### src/csi_pkg.sv
// Purpose: Shared constants and types for the stack and interrupt control block
// Assumes: Single CPU clock, no internal clock division
// Notes: Vector layout and cycle counts are held here once
package csi_pkg;

  // I/O space addresses of the stack pointer bytes
  localparam logic [5:0] SP_LOW_ADDR = 6'h3D;
  localparam logic [5:0] SP_HIGH_ADDR = 6'h3E;
  localparam logic [7:0] SP_RESET = 8'h00;

  // Status register layout: only the global enable bit lives here
  localparam int GIE_BIT = 7;

  // Timing in CPU clock cycles
  localparam logic [3:0] ENTRY_CYC = 4'h4;
  localparam logic [3:0] SLEEP_EXTRA_CYC = 4'h4;
  localparam logic [3:0] RETURN_CYC = 4'h4;

  // Stack pointer steps
  localparam logic [15:0] SP_STEP_BYTE = 16'h0001;
  localparam logic [15:0] SP_STEP_ADDR = 16'h0002;

  // Vector table: slot 0 is reset, source i sits in slot i+1
  localparam int VEC_STRIDE = 2;

  // Sequencer states
  typedef enum logic [1:0] {
    CSI_RUN = 2'b00,
    CSI_ENTRY = 2'b01,
    CSI_RETURN = 2'b10
  } csi_state_t;

  // Instruction sequencer report, valid when done is high
  typedef struct packed {
    logic done;
    logic push;
    logic pop;
    logic call;
    logic ret;
    logic return_from_interrupt_instr;
    logic sei;
    logic global_disable_instr;
    logic sleeping;
  } csi_seq_t;

  // I/O register access port
  typedef struct packed {
    logic [5:0] addr;
    logic we;
    logic [7:0] wdata;
  } csi_io_t;

endpackage : csi_pkg

### src/csi_core.sv
// Purpose: Interrupt dispatch and hardware stack pointer of an 8-bit CPU core
// Assumes: Sequencer reports each retired instruction on seq.done; inputs synchronous to mclk
// Notes: Status register beyond the global enable bit belongs to the CPU datapath
module csi_core #(
  parameter int NSRC = 8,
  parameter int PCW = 15,
  parameter logic [NSRC-1:0] LEVEL_MASK = '0,
  parameter logic [PCW-1:0] BOOT_BASE = '0
) (
  input wire logic mclk,
  input wire logic resetn,
  input wire logic ce,
  input wire csi_pkg::csi_io_t io,
  output logic [7:0] io_rdata,
  input wire csi_pkg::csi_seq_t seq,
  input wire logic gie_we,
  input wire logic [7:0] gie_wdata,
  input wire logic [NSRC-1:0] src_event,
  input wire logic [NSRC-1:0] src_level,
  input wire logic [NSRC-1:0] src_enable,
  input wire logic flag_clear_we,
  input wire logic [NSRC-1:0] flag_clear_data,
  input wire logic vector_select_bit,
  input wire logic boot_reset_fuse,
  input wire logic app_boot_lock_bit,
  input wire logic boot_section_lock_bit,
  input wire logic pc_in_boot,
  output logic [15:0] stack_pointer,
  output logic gie,
  output logic [NSRC-1:0] flags,
  output logic irq_busy,
  output logic irq_taken,
  output logic [PCW-1:0] vector_pc,
  output logic vector_valid,
  output logic [PCW-1:0] reset_vector,
  output logic return_done
);

  localparam int IW = (NSRC > 1) ? $clog2(NSRC) : 1;

  // Whole state of the block
  typedef struct packed {
    logic [7:0] sp_high;
    logic [7:0] sp_low;
    logic gie;
    logic [NSRC-1:0] flag;
    logic hold;
    csi_pkg::csi_state_t state;
    logic [3:0] cnt;
    logic [PCW-1:0] vec;
    logic vec_valid;
    logic taken;
    logic ret_done;
  } csi_st_t;

  csi_st_t st_r;
  csi_st_t st_nxt;

  // Lowest requesting index has the highest priority
  function automatic logic [IW-1:0] csi_first(input logic [NSRC-1:0] req);
    logic [IW-1:0] idx;
    idx = '0;
    for (int i = NSRC - 1; i >= 0; i--)
    begin
      if (req[i])
      begin
        idx = IW'(i);
      end
    end
    return idx;
  endfunction : csi_first

  // Table base chosen by the select bit or fuse
  function automatic logic [PCW-1:0] csi_base(input logic to_boot);
    return to_boot ? BOOT_BASE : '0;
  endfunction : csi_base

  // Pointer moved up or down by one step
  function automatic logic [15:0] csi_sp_move(input logic [15:0] sp, input logic up,
    input logic [15:0] step);
    return up ? sp + step : sp - step;
  endfunction : csi_sp_move

  logic [15:0] sp_cur;
  logic [NSRC-1:0] pend;
  logic [NSRC-1:0] req;
  logic lock_block;
  logic may_take;
  logic [IW-1:0] win;

  // Request vector: latched flags or live level conditions
  always_comb
  begin
    sp_cur = {st_r.sp_high, st_r.sp_low};
    for (int i = 0; i < NSRC; i++)
    begin
      pend[i] = LEVEL_MASK[i] ? src_level[i] : st_r.flag[i];
    end
    req = pend & src_enable;
    // Boot lock bits mask interrupts by where the PC runs
    lock_block = (app_boot_lock_bit && !pc_in_boot) || (boot_section_lock_bit && pc_in_boot);
    // Accept only at an instruction boundary with every gate open
    may_take = seq.done && st_r.state == csi_pkg::CSI_RUN && st_r.gie && !seq.global_disable_instr
      && !st_r.hold && !seq.sei && !seq.return_from_interrupt_instr && !lock_block && |req;
    // Fixed priority, lowest index first
    win = csi_first(req);
  end

  // Next-state logic
  always_comb
  begin
    st_nxt = st_r;
    // One-cycle pulses drop unless set again below
    st_nxt.vec_valid = 1'b0;
    st_nxt.taken = 1'b0;
    st_nxt.ret_done = 1'b0;

    // Software write-one clears a flag; zero bits leave it alone
    if (flag_clear_we)
    begin
      st_nxt.flag = st_nxt.flag & ~flag_clear_data;
    end

    // Software write of the status register global enable bit
    if (gie_we)
    begin
      st_nxt.gie = gie_wdata[csi_pkg::GIE_BIT];
    end

    // Hold lapses once one instruction of the program has retired
    if (seq.done && st_r.state == csi_pkg::CSI_RUN)
    begin
      st_nxt.hold = 1'b0;
    end

    // Stack pointer moves for ordinary instructions
    if (seq.done && st_r.state == csi_pkg::CSI_RUN)
    begin
      if (seq.push)
      begin
        {st_nxt.sp_high, st_nxt.sp_low} = csi_sp_move(sp_cur, 1'b0, csi_pkg::SP_STEP_BYTE);
      end
      else if (seq.pop)
      begin
        {st_nxt.sp_high, st_nxt.sp_low} = csi_sp_move(sp_cur, 1'b1, csi_pkg::SP_STEP_BYTE);
      end
      else if (seq.call)
      begin
        {st_nxt.sp_high, st_nxt.sp_low} = csi_sp_move(sp_cur, 1'b0, csi_pkg::SP_STEP_ADDR);
      end
      else if (seq.ret)
      begin
        {st_nxt.sp_high, st_nxt.sp_low} = csi_sp_move(sp_cur, 1'b1, csi_pkg::SP_STEP_ADDR);
      end
      // Global enable instructions; sei also arms the hold
      if (seq.global_disable_instr)
      begin
        st_nxt.gie = 1'b0;
      end
      if (seq.sei)
      begin
        st_nxt.gie = 1'b1;
        st_nxt.hold = 1'b1;
      end
    end

    // Sequencer: entry, return and normal running
    case (st_r.state)
      csi_pkg::CSI_RUN:
      begin
        if (may_take)
        begin
          // Accept on top of the retired instruction's own pointer move
          st_nxt.state = csi_pkg::CSI_ENTRY;
          st_nxt.cnt = seq.sleeping ? csi_pkg::ENTRY_CYC + csi_pkg::SLEEP_EXTRA_CYC - 4'h1
            : csi_pkg::ENTRY_CYC - 4'h1;
          st_nxt.gie = 1'b0;
          st_nxt.taken = 1'b1;
          {st_nxt.sp_high, st_nxt.sp_low} = csi_sp_move({st_nxt.sp_high, st_nxt.sp_low}, 1'b0,
            csi_pkg::SP_STEP_ADDR);
          st_nxt.vec = csi_base(vector_select_bit)
            + PCW'((int'(win) + 1) * csi_pkg::VEC_STRIDE);
          // Level sources carry no flag, so nothing is cleared
          if (!LEVEL_MASK[win])
          begin
            st_nxt.flag[win] = 1'b0;
          end
        end
        else if (seq.done && seq.return_from_interrupt_instr)
        begin
          // Return: pop the address now, restore global enable at the end
          st_nxt.state = csi_pkg::CSI_RETURN;
          st_nxt.cnt = csi_pkg::RETURN_CYC - 4'h1;
          {st_nxt.sp_high, st_nxt.sp_low} = csi_sp_move({st_nxt.sp_high, st_nxt.sp_low}, 1'b1,
            csi_pkg::SP_STEP_ADDR);
        end
      end
      csi_pkg::CSI_ENTRY:
      begin
        // Vector handed over in the last entry cycle
        st_nxt.cnt = st_r.cnt - 4'h1;
        if (st_r.cnt == 4'h1)
        begin
          st_nxt.vec_valid = 1'b1;
        end
        if (st_r.cnt == 4'h0)
        begin
          st_nxt.state = csi_pkg::CSI_RUN;
        end
      end
      csi_pkg::CSI_RETURN:
      begin
        // Global enable and the hold come back together
        st_nxt.cnt = st_r.cnt - 4'h1;
        if (st_r.cnt == 4'h1)
        begin
          st_nxt.gie = 1'b1;
          st_nxt.hold = 1'b1;
          st_nxt.ret_done = 1'b1;
          st_nxt.state = csi_pkg::CSI_RUN;
        end
      end
      default:
      begin
        st_nxt.state = csi_pkg::CSI_RUN;
      end
    endcase

    // Direct I/O writes of the pointer bytes win over any sequencer move
    if (io.we && io.addr == csi_pkg::SP_LOW_ADDR)
    begin
      st_nxt.sp_low = io.wdata;
    end
    if (io.we && io.addr == csi_pkg::SP_HIGH_ADDR)
    begin
      st_nxt.sp_high = io.wdata;
    end

    // New events win over any clear in the same cycle
    st_nxt.flag = st_nxt.flag | (src_event & ~LEVEL_MASK);
  end

  // State register, frozen while ce is low
  always_ff @(posedge mclk or negedge resetn)
  begin
    if (!resetn)
    begin
      st_r <= '{sp_high: csi_pkg::SP_RESET, sp_low: csi_pkg::SP_RESET, gie: 1'b0, flag: '0,
        hold: 1'b0, state: csi_pkg::CSI_RUN, cnt: 4'h0, vec: '0, vec_valid: 1'b0,
        taken: 1'b0, ret_done: 1'b0};
    end
    else if (ce)
    begin
      st_r <= st_nxt;
    end
  end

  // I/O read mux; other addresses read zero
  always_comb
  begin
    case (io.addr)
      csi_pkg::SP_LOW_ADDR: io_rdata = st_r.sp_low;
      csi_pkg::SP_HIGH_ADDR: io_rdata = st_r.sp_high;
      default: io_rdata = 8'h00;
    endcase
  end

  // Outputs; the status register is never pushed by this block
  assign stack_pointer = sp_cur;
  assign gie = st_r.gie;
  assign flags = st_r.flag;
  assign irq_busy = st_r.state != csi_pkg::CSI_RUN;
  assign irq_taken = st_r.taken;
  assign vector_pc = st_r.vec;
  assign vector_valid = st_r.vec_valid;
  assign return_done = st_r.ret_done;
  assign reset_vector = csi_base(boot_reset_fuse);

endmodule : csi_core

### config.mk
export PLATFORM = sky130hd
export DESIGN_NAME = csi_core
export DESIGN_NICKNAME = d
export VERILOG_FILES = /design/src/csi_pkg.sv /design/src/csi_core.sv
export SDC_FILE = /design/constraint.sdc
export NUM_CORES = 1
export LEC_CHECK = 0
export BUFFER_PORTS_ARGS = -buffer_cell sky130_fd_sc_hd__buf_2
export CAP_MARGIN = 20
export CELL_PAD_IN_SITES_DETAIL_PLACEMENT = 1
export CELL_PAD_IN_SITES_GLOBAL_PLACEMENT = 1
export CORE_MARGIN = 4
export CORE_UTILIZATION = 30
export CTS_BUF_LIST = sky130_fd_sc_hd__clkbuf_16
export DETAILED_ROUTE_END_ITERATION = 6
export HOLD_SLACK_MARGIN = 0.15
export PLACE_DENSITY = 0.74
export SYNTH_ARGS = -nofsm -noshare
export SYNTH_HDL_FRONTEND = slang
export SYNTH_SLANG_ARGS = --single-unit
### constraint.sdc
create_clock -name mclk -period 4.25 [get_ports mclk]
set_input_delay 0.425 -clock mclk [delete_from_list [all_inputs] [get_ports mclk]]
set_output_delay 0.425 -clock mclk [all_outputs]
set_load 0.01 [all_outputs]
* Yosys cells after proc, flatten, opt, wreduce, memory -nomap -nowiden
Memory sizes are Yosys's and may differ from the RTL's.
Index checks and enable logic that the tools add are counted.
W data, S select, Z words.
** Cells by class
- Mux-type cells :: 47
- Magnitude comparators :: 2
- Reduce and logical (&&, ||, !) cells :: 30
- Bitwise operators :: 6
- Equality and inequality tests :: 8
- Add/sub/neg operators :: 8
** Operator list (count)
- $mux W16 :: 7
- $mux W8 :: 5
- $add A16 B2 Y16 const B :: 2
- $sub A16 B2 Y16 const B :: 2
- $mux W3 :: 10
- $and A8 B8 Y8 :: 3
- $mux W17 :: 1
- $add A16 B1 Y16 const B :: 1
- $not A8 Y8 :: 2
- $pmux W8 S2 :: 1
- $sub A16 B1 Y16 const B :: 1
- $mux W1 :: 15
- $logic_and A1 B1 Y1 :: 14
- $eq A6 B6 Y1 const B :: 2
- $mux W6 :: 2
- $mux W9 :: 1
- $or A8 B8 Y8 :: 1
- $pmux W4 S2 :: 1
- $reduce_or A8 Y1 :: 1
- $logic_not A1 Y1 :: 6
- $pmux W2 S3 :: 1
- $reduce_and A3 Y1 :: 2
- $add A3 B1 Y4 const B :: 1
- $eq A4 B1 Y1 const B :: 1
- 16 further kinds :: 18
** Word-level totals
- Memories :: 1
- Register bits :: 49
- ROM bits :: 8
- Bits of input ports :: 74
- Word-level logic and storage cells :: 113
** Memories
- (name not given) :: depth 8, width 1, read ports 1, clocked after Yosys merged registers in 0, wr ports 0, line csi_core.sv:184 : if (!LEVEL_MASK[win])

* Depth between registers and ports, before layout
- Depth after elaboration :: 19
- Mapped depth :: 14
- Mapped depth without buffers :: 13

* Worst setup path after synthesis
Ideal clock, no wire load.
- Kind :: reg-to-reg
- From :: register st_r (netlist bit stack_pointer[0])
- To :: register st_r (netlist bit stack_pointer[15])
- Library setup time :: 0.133 ns
- Stages on the path, launching flop included :: 14
- Setup slack :: 1.144 ns
- Data arrival time :: 2.973 ns
- Data required time :: 4.117 ns
- Buffers on the path :: 1
- Cell sequence :: dfrtp_1 clkbuf_1 inv_1 ha_1 or3b_1 a21o_1 a211oi_4 a221oi_2 or3_4 nor4_4 a32oi_1 xor2_1 a21boi_2 a2bb2oi_2
** Between the ends
- Longest elaborated chain between the ends :: 11
- Elaborated cells between the ends (all ways) :: 15
- Classes of those cells :: add/sub: 6; mux: 9
** Ends and longest elaborated chain
- from (decl) :: line csi_core.sv:56 : csi_st_t st_r;
- from (signal assigned) :: line csi_core.sv:248 : st_r <= '{sp_high: csi_pkg::SP_RESET, sp_low: csi_pkg::SP_RESET, gie: 1'b0, flag: '0,
- from (signal assigned) :: line csi_core.sv:254 : st_r <= st_nxt;
- $add A16 B2 Y16 :: line csi_core.sv:81 : return up ? sp + step : sp - step;
- $mux W16 :: line csi_core.sv:151 : else if (seq.ret)
- $mux W16 :: line csi_core.sv:147 : else if (seq.call)
- $mux W16 :: line csi_core.sv:143 : else if (seq.pop)
- $mux W16 :: line csi_core.sv:139 : if (seq.push)
- $mux W17 * :: line csi_core.sv:137 : if (seq.done && st_r.state == csi_pkg::CSI_RUN)
- $add A16 B2 Y16 :: line csi_core.sv:81
- $mux W16 :: line csi_core.sv:189 : else if (seq.done && seq.return_from_interrupt_instr)
- $mux W16 :: line csi_core.sv:171 : if (may_take)
- $mux W16 * :: line csi_core.sv:168 : case (st_r.state)
- $mux W8 * :: line csi_core.sv:234 : if (io.we && io.addr == csi_pkg::SP_HIGH_ADDR)
Every way passes the cells marked *; elsewhere a longest branch is shown, timed or not.
A chain may end at the register's enable or synchronous reset.

* Worst setup path after layout
- From :: register st_r (netlist bit stack_pointer[2])
- To :: register st_r (netlist bit stack_pointer[10])
Same word-level chain as after synthesis.

==> results.md <==
* RSZ-0062 raised after global routing: no
* IO Pins at 141
* Synth unique cells at 68
* Post-synth top cells: buf_4, nand2_1, dfrtp_1, a21oi_1, nor2_1
* Die Footprint at roughly 16000 um2
* CTS Buf Count at 5
* Final Hold Viols at 0
* WP data required at between 4000 and 5000 ps
* Clk Tree Root Cell: clkbuf_16
* Via count at approximately 4100
* Pins over their slew limit at 0
* Max VDD drop at around 160 uV
* Hold WC Path Type: primary input to flip-flop
* Post-synth EDFFs at 0
* Crit path arrival time at approximately 3900 ps
* Crit path capture type: flip-flop
* Leak pwr at 2.01 nW
* Final setup fails at 0
* Seq cells post-synth at 39
* H-tree lvl count at 2
* CP startpoint kind: flip-flop
* Top FF cell, synth: dfrtp_1
* Chip height at between 100 and 150 um
* Avg Cell Area, Syn at a little under 8 um2
* Number of global-route vias before repair at approximately 4400
* Post-synthesis sequential area ratio at about a quarter
* Drt pass-1 iters at 4
* Skew-Pair Late Insertion Delay at 290 ps
* Final HPWL DP at roughly 11000 um
* Setup Total Neg Slack at 0 ps
* Placed inst area at 4430 um2
* DR iter-0 viols at about 170
* Layout cells sized above 1 at about a fifth
* CORE AREA at around 13000 um2
* Post-Synthesis Cells at roughly 530
* Initial antenna violation count at 0
* Status: complete, no violations
* Antenna Nets Post-Route at 0
* Tcrit/Tclk final at around 90%
* Port buffer count at 97
* Synth-to-layout area growth at 11.9%
* All-Layer GR Usage at roughly 17%
* Share of total power in combinational logic at 51.6%
* Area contributors post-synth: dfrtp_1, buf_4, a22o_1, nand2_1, ha_1
* Longest Clk Path Bufs at 2
* Fill cells at roughly 1700
* Remaining DRCs at 0
* Row count at 42
* First-pass GRT wire length at ~23000 um
* Busiest grt layer: met2
* Global routing usage on met3 at under 10%
* Sink Count at 39
* Number of inserted diodes at 0
* FFs w/ async S/R, synth at 100%
* Clock Skews at roughly 3.6 ps
* GRT met1 Usage at roughly 22%
* Chip width at roughly 120 um
* Max cap viols at 0
* Post-CTS sizing at 0
* Post-Syn Area at 4110 um2
* Yosys warnings at 0
* CTS tree: done
* Int Power at 1.08 mW
* Clk pin slew, worst setup/hold paths at ~60 ps
* Pin count of the biggest net entering global routing at 40
* Min cycle time layout at ~3800 ps
* Initial Utilization at between 30% and 40%
* Clock share of power at roughly 17%
* Grt total ovfl at 0
* Critical path class: flip-flop to flip-flop
* Most common cell in the netlist: buf_4
* WL/cell at between 15 and 20 um
* Flop pwr share at between 30% and 40%
* Worst hold slack at between 300 and 400 ps
* Worst-Margin Slew at between 900 and 1000 ps
* Routed wire length at about 14000 um
* Biggest area consumer among synthesized cells: dfrtp_1
* CP Max Fanout at 12
* Final net count at about 670
* Via density at ~5.5
* Max transition margin at 34.8%
* Switching Fraction at around half
* Post-route cell area at 4590 um2
* NetSw at about 1.0 mW
* Area share of the leading cell type in the synthesized netlist at about a quarter
* Met2 Resource Use GR at 31.3%
* Placer Congestion at about 0.90
* F_max at ~270 MHz
* Pwr dens at approximately 460 nW/um2
## worst max-delay path, stage by stage (launching register included)
cell and delay [ps]:
dfrtp_1 610, ha_1 370, nand3b_1 120, a21oi_1 160
o311ai_1 180, xnor2_1 810, nand4_1 260, nor3_1 520
a41oi_1 220, xor2_1 200, nor2_1 110, o22ai_1 90
## placed cells by master, fill, tap and decap left out, drive strengths merged, types with 6 or more instances in the layout
| master | count |
|---|---|
| xnor2 | 15 |
| buf | 105 |
| inv | 28 |
| o21ai | 27 |
| nand2b | 7 |
| nor3 | 13 |
| a32o | 6 |
| nand4 | 11 |
| a21oi | 32 |
| nand2 | 49 |
| ha | 13 |
| nand3 | 17 |
| o22ai | 10 |
| xor2 | 6 |
| and3 | 6 |
| nor4 | 10 |
| nor2 | 30 |
| or3 | 7 |
| o211ai | 8 |
| a22o | 22 |
| dfrtp | 39 |
| conb | 26 |
| a31oi | 11 |
## routing by layer
metal,wire (um),up-vias,share of wire (%)
met5,0,-,0
met4,118,0,0.84
met3,822,9,5.9
met2,6950,122,50
met1,6100,2030,44
li1,-,1977,-
## what timing repair did
action,in CTS,in global routing
hold endpoints to repair,0,14
hold buffers,0,1
buffers inserted,0,0
## power by group through the flow
| stage | combinational [mW] | clock (mW) | sequential (mW) |
|---|---|---|---|
| final | 1.08 | 0.367 | 0.651 |
| after global routing | 1.21 | 0.397 | 0.677 |
| after CTS | 1.08 | 0.380 | 0.651 |
| after detailed placement | 1.07 | 0 | 0.658 |
| after global placement | 1.03 | 0 | 0.649 |
| after floorplan | 0.908 | 0 | 0.552 |
## flip-flops by register name, summed over array words and instances, names as in the netlist
name	count
gie	1
flags	8
stack_pointer	16
st_r	7
return_done	1
vector_valid	1
irq_taken	1
vector_pc	4
## cell families after synthesis
kind of cell | share of synthesized area, %
xor gates and xnor gates | 4.48
and+or+nand+nor | 22.9
AOI/OAI and AO/OA | 27.6
buffers and inverters | 15.4
muxes | 1.80
other | 0.0913
adders and majority gates | 3.96
DFF | 23.8
## stage by stage
stage	utilization [%]	power (mW)	worst slack (ps)	instances
final	34.4	2.10	488	759
after global routing	34.4	2.29	133	759
after CTS	34.2	2.11	509	757
after detailed placement	33.2	1.73	506	749
after global placement	33.2	1.68	644	749
after floorplan	-	1.46	1140	550
## final cells by class
cell class / count / area [um2] / area share, %
clock buffers: 5 / 125 / 2.72
well taps: 176 / 220 / 4.79
multi-input cells: 403 / 2590 / 56.4
clock inverters: 3 / 11.3 / 0.245
repair buffers: 106 / 568 / 12.4
inverters: 27 / 101 / 2.21
flip-flops and latches: 39 / 976 / 21.2
## path summary, 6_finish.rpt
path	cells past startpoint	start	endpoint	slack [ps]
max in group asynchronous	3	resetn	stack_pointer[4]$_DFFE_PN0P_	3160
max reg2reg	11	stack_pointer[2]$_DFFE_PN0P_	stack_pointer[10]$_DFFE_PN0P_	490
min in group asynchronous	2	resetn	vector_pc[2]$_DFFE_PN0P_	600
min reg2reg	2	vector_pc[1]$_DFFE_PN0P_	vector_pc[1]$_DFFE_PN0P_	500
min	2	src_event[3]	flags[3]$_DFFE_PN0P_	360
max	11	stack_pointer[2]$_DFFE_PN0P_	stack_pointer[10]$_DFFE_PN0P_	490
Power figures use the tool's default switching activity.
